==> src/design/mpfs_pkg.sv <==
// Package of modes, port indices, carriers and reset values for pin function select
package mpfs_pkg;
	// ==========================================================
	// Modes
	typedef enum logic [2:0] {
		MPFS_MODE_NONE,
		MPFS_MODE_1,
		MPFS_MODE_2,
		MPFS_MODE_3,
		MPFS_MODE_4,
		MPFS_MODE_5,
		MPFS_MODE_6,
		MPFS_MODE_7
	} mpfs_mode_t;

	// ==========================================================
	// Port indices into the pin arrays
	localparam int NPORT = 11;
	localparam logic [3:0] P_1 = 4'h0;
	localparam logic [3:0] P_2 = 4'h1;
	localparam logic [3:0] P_3 = 4'h2;
	localparam logic [3:0] P_5 = 4'h3;
	localparam logic [3:0] P_A = 4'h4;
	localparam logic [3:0] P_B = 4'h5;
	localparam logic [3:0] P_C = 4'h6;
	localparam logic [3:0] P_D = 4'h7;
	localparam logic [3:0] P_E = 4'h8;
	localparam logic [3:0] P_F = 4'h9;
	localparam logic [3:0] P_G = 4'ha;

	// ==========================================================
	// Bit positions on shared ports
	localparam int PF_AS = 6;
	localparam int PF_RD = 5;
	localparam int PF_HWR = 4;
	localparam int PF_LWR = 3;
	localparam int PF_WAIT = 2;
	localparam int PF_BACK = 1;
	localparam int PF_BUS_REQUEST_IN = 0;
	localparam int PG_CS0 = 4;

	// ==========================================================
	// Reset values
	localparam logic [7:0] RST_DIR = 8'h00;
	localparam logic [7:0] RST_OUT = 8'h00;
	localparam logic [2:0] RST_MODE = 3'h0;

	// ==========================================================
	// Carriers
	typedef struct packed {
		logic [23:0] addr;
		logic [15:0] wdata;
		logic as;
		logic rd;
		logic wr_hi;
		logic wr_lo;
		logic [3:0] area_sel;
		logic [3:0] cs_en;
		logic bus_wide;
		logic released;
		logic bus_request_in_en;
		logic internal_bus_request_out_en;
		logic internal_bus_request_out;
		logic wait_en;
	} mpfs_bus_t;

	typedef struct packed {
		logic we;
		logic is_dir;
		logic [3:0] idx;
		logic [7:0] data;
	} mpfs_port_wr_t;
endpackage : mpfs_pkg

==> src/design/mpfs_pin_bank.sv <==
// One port's pin bank: port or alternate function per bit, registered drive
`timescale 1ns/100ps
module mpfs_pin_bank #(
	parameter int WIDTH = 8
) (
	input wire logic clk_sys,
	input wire logic sys_rst,
	input wire logic [WIDTH-1:0] dir,
	input wire logic [WIDTH-1:0] dout,
	input wire logic [WIDTH-1:0] alt_sel,
	input wire logic [WIDTH-1:0] alt_out,
	input wire logic [WIDTH-1:0] alt_oe,
	input wire logic [WIDTH-1:0] pin_in,
	output logic [WIDTH-1:0] pin_out,
	output logic [WIDTH-1:0] pin_oe,
	output logic [WIDTH-1:0] data_in
);
	logic [WIDTH-1:0] out_d, out_q, oe_d, oe_q, in_d, in_q;

	always_comb begin
		out_d = (alt_sel & alt_out) | (~alt_sel & dout);
		oe_d = (alt_sel & alt_oe) | (~alt_sel & dir);
		in_d = pin_in;
		if (sys_rst) begin
			out_d = '0;
			oe_d = '0;
			in_d = '0;
		end
	end

	always_ff @(posedge clk_sys) begin
		out_q <= out_d;
		oe_q <= oe_d;
		in_q <= in_d;
	end

	assign pin_out = out_q;
	assign pin_oe = oe_q;
	assign data_in = in_q;
endmodule : mpfs_pin_bank

==> src/design/mpfs_top.sv <==
// Mode decode and shared-pin function selection
`timescale 1ns/100ps
module mpfs_top (
	input wire logic clk_sys,
	input wire logic sys_rst,
	input wire logic [2:0] mode_select_pins,
	input wire mpfs_pkg::mpfs_bus_t bus_in,
	input wire mpfs_pkg::mpfs_port_wr_t port_wr,
	input wire logic wdt_timer_mode,
	input wire logic wdt_overflow,
	input wire logic [mpfs_pkg::NPORT-1:0][7:0] pins_in,
	input wire logic [3:0] port4_pins,
	output logic [mpfs_pkg::NPORT-1:0][7:0] pins_out,
	output logic [mpfs_pkg::NPORT-1:0][7:0] pins_oe,
	output logic [mpfs_pkg::NPORT-1:0][7:0] port_in,
	output logic [3:0] port4_in,
	output logic [7:0] maskable_request_pins,
	output logic bus_request_in,
	output logic wait_req,
	output logic watchdog_overflow_out_n,
	output mpfs_pkg::mpfs_mode_t mode
);
	// ==========================================================
	// Mode capture
	function automatic mpfs_pkg::mpfs_mode_t mpfs_decode(input logic [2:0] pins);
		// MSB first; pattern zero is unused
		return mpfs_pkg::mpfs_mode_t'(pins);
	endfunction : mpfs_decode

	function automatic logic [7:0] mpfs_width_mask(input int idx);
		case (idx)
			mpfs_pkg::P_3: return 8'h3f;
			mpfs_pkg::P_5: return 8'h0f;
			mpfs_pkg::P_A: return 8'h0f;
			mpfs_pkg::P_G: return 8'h1f;
			default: return 8'hff;
		endcase
	endfunction : mpfs_width_mask

	mpfs_pkg::mpfs_mode_t mode_d, mode_q;
	logic exp_m, adv_m, full_addr;

	// Strap sampled during reset; later changes are ignored
	always_comb begin
		mode_d = mode_q;
		if (sys_rst) begin
			mode_d = mpfs_decode(mode_select_pins);
		end
	end

	always_ff @(posedge clk_sys) begin
		mode_q <= mode_d;
	end

	always_comb begin
		exp_m = 1'b0;
		adv_m = 1'b0;
		full_addr = 1'b0;
		case (mode_q)
			mpfs_pkg::MPFS_MODE_1: begin
				exp_m = 1'b1;
				full_addr = 1'b1;
			end
			mpfs_pkg::MPFS_MODE_2: begin
				exp_m = 1'b1;
			end
			mpfs_pkg::MPFS_MODE_4, mpfs_pkg::MPFS_MODE_5: begin
				exp_m = 1'b1;
				adv_m = 1'b1;
				full_addr = 1'b1;
			end
			mpfs_pkg::MPFS_MODE_6: begin
				exp_m = 1'b1;
				adv_m = 1'b1;
			end
			default: begin
				exp_m = 1'b0;
			end
		endcase
	end

	// ==========================================================
	// Port data and direction flip-flops
	logic [mpfs_pkg::NPORT-1:0][7:0] dir_d, dir_q, out_d, out_q;

	always_comb begin
		dir_d = dir_q;
		out_d = out_q;
		for (int i = 0; i < mpfs_pkg::NPORT; i++) begin
			if (port_wr.we && port_wr.idx == 4'(i)) begin
				// Unimplemented bits of narrow ports stay zero
				if (port_wr.is_dir) begin
					dir_d[i] = port_wr.data & mpfs_width_mask(i);
				end else begin
					out_d[i] = port_wr.data & mpfs_width_mask(i);
				end
			end
		end
		if (sys_rst) begin
			dir_d = {mpfs_pkg::NPORT{mpfs_pkg::RST_DIR}};
			out_d = {mpfs_pkg::NPORT{mpfs_pkg::RST_OUT}};
		end
	end

	always_ff @(posedge clk_sys) begin
		dir_q <= dir_d;
		out_q <= out_d;
	end

	// ==========================================================
	// Alternate functions per port
	logic [mpfs_pkg::NPORT-1:0][7:0] alt_sel, alt_out, alt_oe;
	logic address_strobe_n, read_strobe_n, high_byte_write_n, low_byte_write_n;
	logic [3:0] area_select_n;

	always_comb begin
		address_strobe_n = ~bus_in.as;
		read_strobe_n = ~bus_in.rd;
		high_byte_write_n = ~bus_in.wr_hi;
		low_byte_write_n = ~bus_in.wr_lo;
		area_select_n = ~(bus_in.area_sel & bus_in.cs_en);
		alt_sel = '0;
		alt_out = '0;
		alt_oe = '0;
		// Upper address lines: modes 4-6 only; port A all four in modes 4-5, otherwise where the direction bits enable them
		if (adv_m) begin
			alt_sel[mpfs_pkg::P_1][3:0] = dir_q[mpfs_pkg::P_1][3:0];
			alt_sel[mpfs_pkg::P_A][3:0] = full_addr ? 4'hf : dir_q[mpfs_pkg::P_A][3:0];
		end
		alt_out[mpfs_pkg::P_1][3:0] = bus_in.addr[23:20];
		alt_out[mpfs_pkg::P_A][3:0] = bus_in.addr[19:16];
		alt_oe[mpfs_pkg::P_1][3:0] = 4'hf;
		alt_oe[mpfs_pkg::P_A][3:0] = 4'hf;
		if (exp_m) begin
			alt_sel[mpfs_pkg::P_B] = full_addr ? 8'hff : dir_q[mpfs_pkg::P_B];
			alt_sel[mpfs_pkg::P_C] = full_addr ? 8'hff : dir_q[mpfs_pkg::P_C];
			alt_sel[mpfs_pkg::P_D] = 8'hff;
			alt_sel[mpfs_pkg::P_E] = bus_in.bus_wide ? 8'hff : 8'h00;
			alt_sel[mpfs_pkg::P_F][6:3] = 4'hf;
			alt_sel[mpfs_pkg::P_F][mpfs_pkg::PF_WAIT] = bus_in.wait_en | bus_in.internal_bus_request_out_en;
			alt_sel[mpfs_pkg::P_F][mpfs_pkg::PF_BACK] = bus_in.bus_request_in_en;
			alt_sel[mpfs_pkg::P_F][mpfs_pkg::PF_BUS_REQUEST_IN] = bus_in.bus_request_in_en;
			alt_sel[mpfs_pkg::P_G][mpfs_pkg::PG_CS0] = bus_in.cs_en[0];
			if (adv_m) begin
				alt_sel[mpfs_pkg::P_G][3:1] = {bus_in.cs_en[1], bus_in.cs_en[2], bus_in.cs_en[3]};
			end
		end
		alt_out[mpfs_pkg::P_B] = bus_in.addr[15:8];
		alt_out[mpfs_pkg::P_C] = bus_in.addr[7:0];
		alt_oe[mpfs_pkg::P_B] = 8'hff;
		alt_oe[mpfs_pkg::P_C] = 8'hff;
		// Data lanes driven only while writing their byte
		alt_out[mpfs_pkg::P_D] = bus_in.wdata[15:8];
		alt_out[mpfs_pkg::P_E] = bus_in.wdata[7:0];
		alt_oe[mpfs_pkg::P_D] = {8{bus_in.wr_hi}};
		alt_oe[mpfs_pkg::P_E] = {8{bus_in.wr_lo}};
		alt_out[mpfs_pkg::P_F][6:3] = {address_strobe_n, read_strobe_n,
			high_byte_write_n, low_byte_write_n};
		alt_oe[mpfs_pkg::P_F][6:3] = 4'hf;
		// Bus-request output wins the shared pin over wait input
		alt_out[mpfs_pkg::P_F][mpfs_pkg::PF_WAIT] = ~bus_in.internal_bus_request_out;
		alt_oe[mpfs_pkg::P_F][mpfs_pkg::PF_WAIT] = bus_in.internal_bus_request_out_en;
		alt_out[mpfs_pkg::P_F][mpfs_pkg::PF_BACK] = ~bus_in.released;
		alt_oe[mpfs_pkg::P_F][mpfs_pkg::PF_BACK] = 1'b1;
		// Area 0 sits on the top bit, area 3 on bit 1
		alt_out[mpfs_pkg::P_G][4:1] = {area_select_n[0], area_select_n[1],
			area_select_n[2], area_select_n[3]};
		alt_oe[mpfs_pkg::P_G][4:1] = 4'hf;
	end

	// ==========================================================
	// Pin banks
	for (genvar g = 0; g < mpfs_pkg::NPORT; g++) begin : g_bank
		mpfs_pin_bank #(
			.WIDTH(8)
		) u_bank (
			.clk_sys(clk_sys),
			.sys_rst(sys_rst),
			.dir(dir_q[g]),
			.dout(out_q[g]),
			.alt_sel(alt_sel[g] & mpfs_width_mask(g)),
			.alt_out(alt_out[g]),
			.alt_oe(alt_oe[g] & mpfs_width_mask(g)),
			.pin_in(pins_in[g] & mpfs_width_mask(g)),
			.pin_out(pins_out[g]),
			.pin_oe(pins_oe[g]),
			.data_in(port_in[g])
		);
	end

	// ==========================================================
	// Inputs, requests and watchdog
	logic [3:0] p4_d, p4_q;
	logic [7:0] irq_d, irq_q;
	logic bus_request_in_d, bus_request_in_q, wait_d, wait_q, wdo_d, wdo_q;

	always_comb begin
		p4_d = port4_pins;
		irq_d = {pins_in[mpfs_pkg::P_G][1:0], pins_in[mpfs_pkg::P_3][5:4],
			pins_in[mpfs_pkg::P_F][3:0]};
		if (exp_m) begin
			irq_d[3] = 1'b1;
		end
		bus_request_in_d = exp_m & bus_in.bus_request_in_en & ~pins_in[mpfs_pkg::P_F][mpfs_pkg::PF_BUS_REQUEST_IN];
		// Core applies wait only to three-state external cycles
		wait_d = exp_m & bus_in.wait_en & ~bus_in.internal_bus_request_out_en
			& ~pins_in[mpfs_pkg::P_F][mpfs_pkg::PF_WAIT];
		wdo_d = ~(wdt_timer_mode & wdt_overflow);
		if (sys_rst) begin
			p4_d = '0;
			irq_d = 8'hff;
			bus_request_in_d = 1'b0;
			wait_d = 1'b0;
			wdo_d = 1'b1;
		end
	end

	always_ff @(posedge clk_sys) begin
		p4_q <= p4_d;
		irq_q <= irq_d;
		bus_request_in_q <= bus_request_in_d;
		wait_q <= wait_d;
		wdo_q <= wdo_d;
	end

	assign port4_in = p4_q;
	assign maskable_request_pins = irq_q;
	assign bus_request_in = bus_request_in_q;
	assign wait_req = wait_q;
	assign watchdog_overflow_out_n = wdo_q;
	assign mode = mode_q;

	// ==========================================================
	// Checks
	property p_mode;
		@(posedge clk_sys) sys_rst |=> mode_q == mpfs_pkg::mpfs_mode_t'($past(mode_select_pins));
	endproperty
	a_mode: assert property (p_mode) else $error("mode not captured");

	property p_as;
		@(posedge clk_sys) disable iff (sys_rst)
			(exp_m && bus_in.as) |=> !pins_out[mpfs_pkg::P_F][6] && pins_oe[mpfs_pkg::P_F][6];
	endproperty
	a_as: assert property (p_as) else $error("address strobe not low");

	property p_rd;
		@(posedge clk_sys) disable iff (sys_rst)
			(exp_m && !bus_in.rd) |=> pins_out[mpfs_pkg::P_F][5];
	endproperty
	a_rd: assert property (p_rd) else $error("read strobe low when idle");

	property p_hwr;
		@(posedge clk_sys) disable iff (sys_rst)
			(exp_m && bus_in.wr_hi) |=> !pins_out[mpfs_pkg::P_F][4]
			&& pins_oe[mpfs_pkg::P_D] == 8'hff;
	endproperty
	a_hwr: assert property (p_hwr) else $error("high write lane wrong");

	property p_lwr;
		@(posedge clk_sys) disable iff (sys_rst)
			(exp_m && bus_in.wr_lo) |=> !pins_out[mpfs_pkg::P_F][3];
	endproperty
	a_lwr: assert property (p_lwr) else $error("low write strobe not low");

	property p_back;
		@(posedge clk_sys) disable iff (sys_rst)
			(exp_m && bus_in.bus_request_in_en) |=> pins_out[mpfs_pkg::P_F][1] == !$past(bus_in.released);
	endproperty
	a_back: assert property (p_back) else $error("acknowledge wrong");

	property p_cs0;
		@(posedge clk_sys) disable iff (sys_rst)
			(exp_m && bus_in.cs_en[0]) |=> pins_out[mpfs_pkg::P_G][4] == !$past(bus_in.area_sel[0]);
	endproperty
	a_cs0: assert property (p_cs0) else $error("area select 0 wrong");

	property p_wdo;
		@(posedge clk_sys) disable iff (sys_rst)
			(wdt_timer_mode && wdt_overflow) |=> !watchdog_overflow_out_n;
	endproperty
	a_wdo: assert property (p_wdo) else $error("overflow not shown");

	property p_maskable_request_three;
		@(posedge clk_sys) disable iff (sys_rst) exp_m |=> maskable_request_pins[3];
	endproperty
	a_maskable_request_three: assert property (p_maskable_request_three) else $error("request three active");

	property p_single;
		@(posedge clk_sys) disable iff (sys_rst)
			!exp_m |=> pins_oe[mpfs_pkg::P_D] == $past(dir_q[mpfs_pkg::P_D]);
	endproperty
	a_single: assert property (p_single) else $error("bus pin in single chip");

	property p_narrow;
		@(posedge clk_sys) disable iff (sys_rst) pins_oe[mpfs_pkg::P_3][7:6] == 2'h0;
	endproperty
	a_narrow: assert property (p_narrow) else $error("absent port bit driven");

	c_write: cover property (@(posedge clk_sys) exp_m && bus_in.wr_hi && bus_in.wr_lo);
	c_release: cover property (@(posedge clk_sys) exp_m && bus_in.released);
	c_single: cover property (@(posedge clk_sys) mode_q == mpfs_pkg::MPFS_MODE_7);
	c_wdo: cover property (@(posedge clk_sys) !watchdog_overflow_out_n);
endmodule : mpfs_top

==> config.mk <==
export PLATFORM = sky130hd
export DESIGN_NAME = mpfs_top
export DESIGN_NICKNAME = d
export VERILOG_FILES = /design/src/design/mpfs_pkg.sv /design/src/design/mpfs_pin_bank.sv /design/src/design/mpfs_top.sv
export SDC_FILE = /design/constraint.sdc
export NUM_CORES = 1
export LEC_CHECK = 0
export BUFFER_PORTS_ARGS = -buffer_cell sky130_fd_sc_hd__buf_2
export CAP_MARGIN = 20
export CELL_PAD_IN_SITES_DETAIL_PLACEMENT = 1
export CELL_PAD_IN_SITES_GLOBAL_PLACEMENT = 1
export CORE_MARGIN = 2
export CORE_UTILIZATION = 36
export DETAILED_ROUTE_END_ITERATION = 7
export PLACE_DENSITY_LB_ADDON = 0.1
export REMOVE_ABC_BUFFERS = 1
export SLEW_MARGIN = 15
export SYNTH_ARGS = -nofsm -noshare
export SYNTH_HDL_FRONTEND = slang
export SYNTH_HIERARCHICAL = 1
export SYNTH_SLANG_ARGS = --single-unit
==> constraint.sdc <==
create_clock -name clk_sys -period 2.6 [get_ports clk_sys]
set_input_delay 0.39 -clock clk_sys [delete_from_list [all_inputs] [get_ports clk_sys]]
set_output_delay 0.39 -clock clk_sys [all_outputs]
set_load 0.005 [all_outputs]
==> qor_table.md <==
| Stage | Metric | This run |
|:---|:---|:---|
| logic synthesis | Syn Inst Count | 1364 |
| route | Vias | 11.5k |
| placement | GPL Wtd Cong | 0.727 |
| grt | Largest net degree at the start of global routing | 117 |
| logic synthesis | Sequential element share of the synthesized area | 56.5% |
| sta | Fin. Hold Viols | 0 |
| route | Detailed-route wire length per cell | 16.0 um |
| logic synthesis | Commonest cells in the synthesized netlist | dfxtp_1, mux2i_1, nor2_1 |
| sta | Shortest clock period the worst path allows after layout | 2.14 ns |
| run status | Run status | finished, final reports clean |
| route | Number of DRC violations after detailed-routing iteration 0 | 419 |
| floorplan | Die Outline Area | 44400 um2 |
| power and ir drop | Leakage power figure | 0.0108 uW |
| sta | Worst hold margin | 0.0258 ns |
| worst setup path | Start-to-end type of the worst setup path | register to register |
| final layout | Final-stage net count | 2264 |
| clock network | H-Tree Level Count | 2 |
| sta | Final period utilization | 82.5% |
| power and ir drop | Total Power | 14900 uW |
| route | Post-detailed-route DRC marker count | 0 |
| logic synthesis | Asr flop ratio synth | 0% |
| logic synthesis | Synthesized flop and latch total | 432 |
| logic synthesis | Count of flip-flops with a built-in enable after synthesis | 3 |
| logic synthesis | Post-synthesis cell type with the largest combined area | dfxtp_1 |
| logic synthesis | Cell variety after synth | 36 |
| floorplan | Number of I/O pins | 453 |
| clock network | Clock tree from TritonCTS | done |
| logic synthesis | Mapped Avg Cell Area | 11.3 um2 |
| floorplan | CORE AREA | 42000 um2 |
| route | Total wire length after detailed routing | 42800 um |
| grt | First-pass GRT wire length | 66000 um |
| worst setup path | Critical Path Start Type | register |
| sta | Worst slew margin relative to its limit | 29.4% |
| clock network | Clock transition at the register clock pins on the worst setup and hold paths after CTS | 0.06 ns |
| route | Average via count per standard cell | 4.31 |
| grt | Antenna violations before repair | 7 |
| power and ir drop | Peak ir drop on the vdd network | 531 uV |
| sta | Final Skew | 0.0178 ns |
| worst hold path | Class of the tightest hold or removal check | input port to register |
| sta | Setup repair after global routing missed its margin | false |
| power and ir drop | P per Cell Area | 705 nW/um2 |
| clock network | CTS max path bufs | 3 |
| clock network | Worst-Skew Late Latency | 0.58 ns |
| logic synthesis | Share of the synthesized area in the top cell type | 55.9% |
| sta | Top achievable clock speed | 466 MHz |
| logic synthesis | Most instantiated flip-flop cell in the synthesis netlist | dfxtp_1 |
| floorplan | Floorplan row count | 75 |
| route | 1st-pass router iterations | 4 |
| worst setup path | WP data required | 3.02 ns |
| placement | DP Cell Count | 2515 |
| sta | Measured slew at the worst slew-check pin | 1.06 ns |
| grt | Congestion Overflow GR | 0 |
| logic synthesis | Most common cell in the synthesized netlist | dfxtp_1 |
| floorplan | Die width | 211 um |
| logic synthesis | Total of warnings raised by yosys | 6 |
| worst setup path | Critical-path maximum fanout | 16 |
| floorplan | Die height | 211 um |
| clock network | Post-CTS resize count | 0 |
| placement | Count of buffers from port buffering | 439 |
| grt | Via count of the first global-routing pass | 12.1k |
| logic synthesis | Ranking of synthesized cells by area | dfxtp_1, mux2i_1, nand2b_1 |
| run | Count of max-cap constraint violations | 0 |
| worst setup path | Element type at the critical path end | register |
| clock network | # clock sinks | 432 |
| route | Routed Antenna Nets | 0 |
| final layout | Area of all placed cells without fillers | 21100 um2 |
| final layout | Layout area overhead | 37.4% |
| placement | Placement Cell Area | 18900 um2 |
| worst setup path | CP arrival | 2.57 ns |
| final layout | Share of layout cells above drive strength 1 | 26.7% |
| sta | Max-slew violation total from the final report | 0 |
| clock network | Clock tree root buffer cell | clkbuf_16 |
| logic synthesis | Netlist Area Pre-Place | 15400 um2 |
| clock network | Inserted Clock Buffers | 47 |
| sta | Final setup fails | 0 |
| final layout | Number of non-filler instances in the completed layout | 2671 |
| floorplan | Initial Utilization | 36.6% |
| placement | HPWL after detailed placement | 28500 um |
| grt | Global routing usage summed across all routing layers | 19.1% |
==> area by class of cell <==
| type | instances | area [um2] |
|---|---|---|
| diodes | 4 | 10.0 |
| clock buffers | 71 | 1440 |
| clock inverters | 13 | 130 |
| fillers | 4814 | 20900 |
| inverters | 24 | 90.1 |
| multi-input cells | 1060 | 7030 |
| flip-flops and latches | 432 | 8680 |
| well taps | 539 | 674 |
| repair buffers | 528 | 3070 |
==> sequential cells by signal, summed over array words and instances (netlist names) <==
name,cells
watchdog_overflow_out_n,1
mode,3
wait_req,1
g_bank.u_bank/pin_oe,88
maskable_request_pins,8
dir_q,75
out_q,75
g_bank.u_bank/data_in,88
port4_in,4
g_bank.u_bank/pin_out,88
bus_request_in,1
==> layer usage <==
metal | routed length, um | vias up | GRT usage [%]
met5 | 59 | - | 0
met4 | 1070 | 8 | 6.92
met3 | 2670 | 73 | 5.56
met2 | 21200 | 250 | 33.5
met1 | 17800 | 5491 | 22.1
li1 | - | 5687 | -
==> logic make-up after synthesis <==
| group | after synthesis | share of synthesized area (%) |
|---|---|---|
| flip-flops | 432 | 56.5 |
| other | 2 | 0.0489 |
| buffers and inverters | 92 | 3.23 |
| AND/OR/NAND/NOR | 490 | 18.2 |
| multiplexers | 326 | 21.2 |
| AO/OA/AOI/OAI | 22 | 0.814 |
==> path summary, 6_finish.rpt <==
kind / startpoint / end / slack (ns) / depth (start not counted)
min reg2reg: out_q[40] / out_q[40] / 0.48 / 2
min: mode_select_pins[1] / mode[1] / 0.03 / 1
max: mode[0] / g_bank[8].u_bank/pin_out[3] / 0.46 / 5
max reg2reg: mode[0] / g_bank[8].u_bank/pin_out[3] / 0.46 / 5
==> power by group <==
part / internal (uW) / leakage [uW] / total (uW) / switching, uW
logic: 614 / 0.00646 / 1260 / 650
registers: 6860 / 0.00354 / 6930 / 70.1
clock network: 4000 / 0.000784 / 6690 / 2690
total: 11500 / 0.0108 / 14900 / 3410
==> placed cells by master, fill, tap and decap left out, types with 5 or more instances in the layout <==
cell | synthesis | layout
a21boi_0 | 5 | 5
a21oi_1 | 16 | 16
and2_1 | 9 | 9
and2b_1 | 34 | 34
buf_2 | 10 | 438
buf_4 | 15 | 19
clkbuf_1 | 31 | 8
clkbuf_16 | 0 | 48
clkbuf_8 | 0 | 15
clkinv_2 | 0 | 9
conb_1 | 2 | 222
dfxtp_1 | 429 | 429
dlygate4sd3_1 | 0 | 68
inv_1 | 24 | 23
mux2i_1 | 326 | 326
nand2_1 | 5 | 5
nand2_2 | 6 | 6
nand2_4 | 5 | 5
nand2b_1 | 162 | 159
nor2_1 | 179 | 179
nor2b_1 | 62 | 62
or2_2 | 7 | 7
==> timing repair <==
action / CTS / global route
endpoints found under the setup margin: 0 / 0
hold buffers: 68 / 0
buffers inserted: 0 / 0
hold endpoints to repair: 71 / 0
==> through the flow <==
step	setup TNS [ns]	util, %	worst slack [ns]
final	0	50.2	0.456
after global routing	0	50.2	0.269
after CTS	0	50.2	0.369
after detailed placement	0	44.9	0.375
after global placement	0	44.9	0.410
after floorplan	-6.20	-	-0.388
==> worst max-delay path: stages, from the launching register on <==
cell and delay, ns:
edfxtp_1 0.47, a21o_1 0.28, inv_2 0.07, and2_1 0.82
mux2i_1 0.28, nor2_1 0.05
Note: power is estimated with default switching activity, not from simulation.
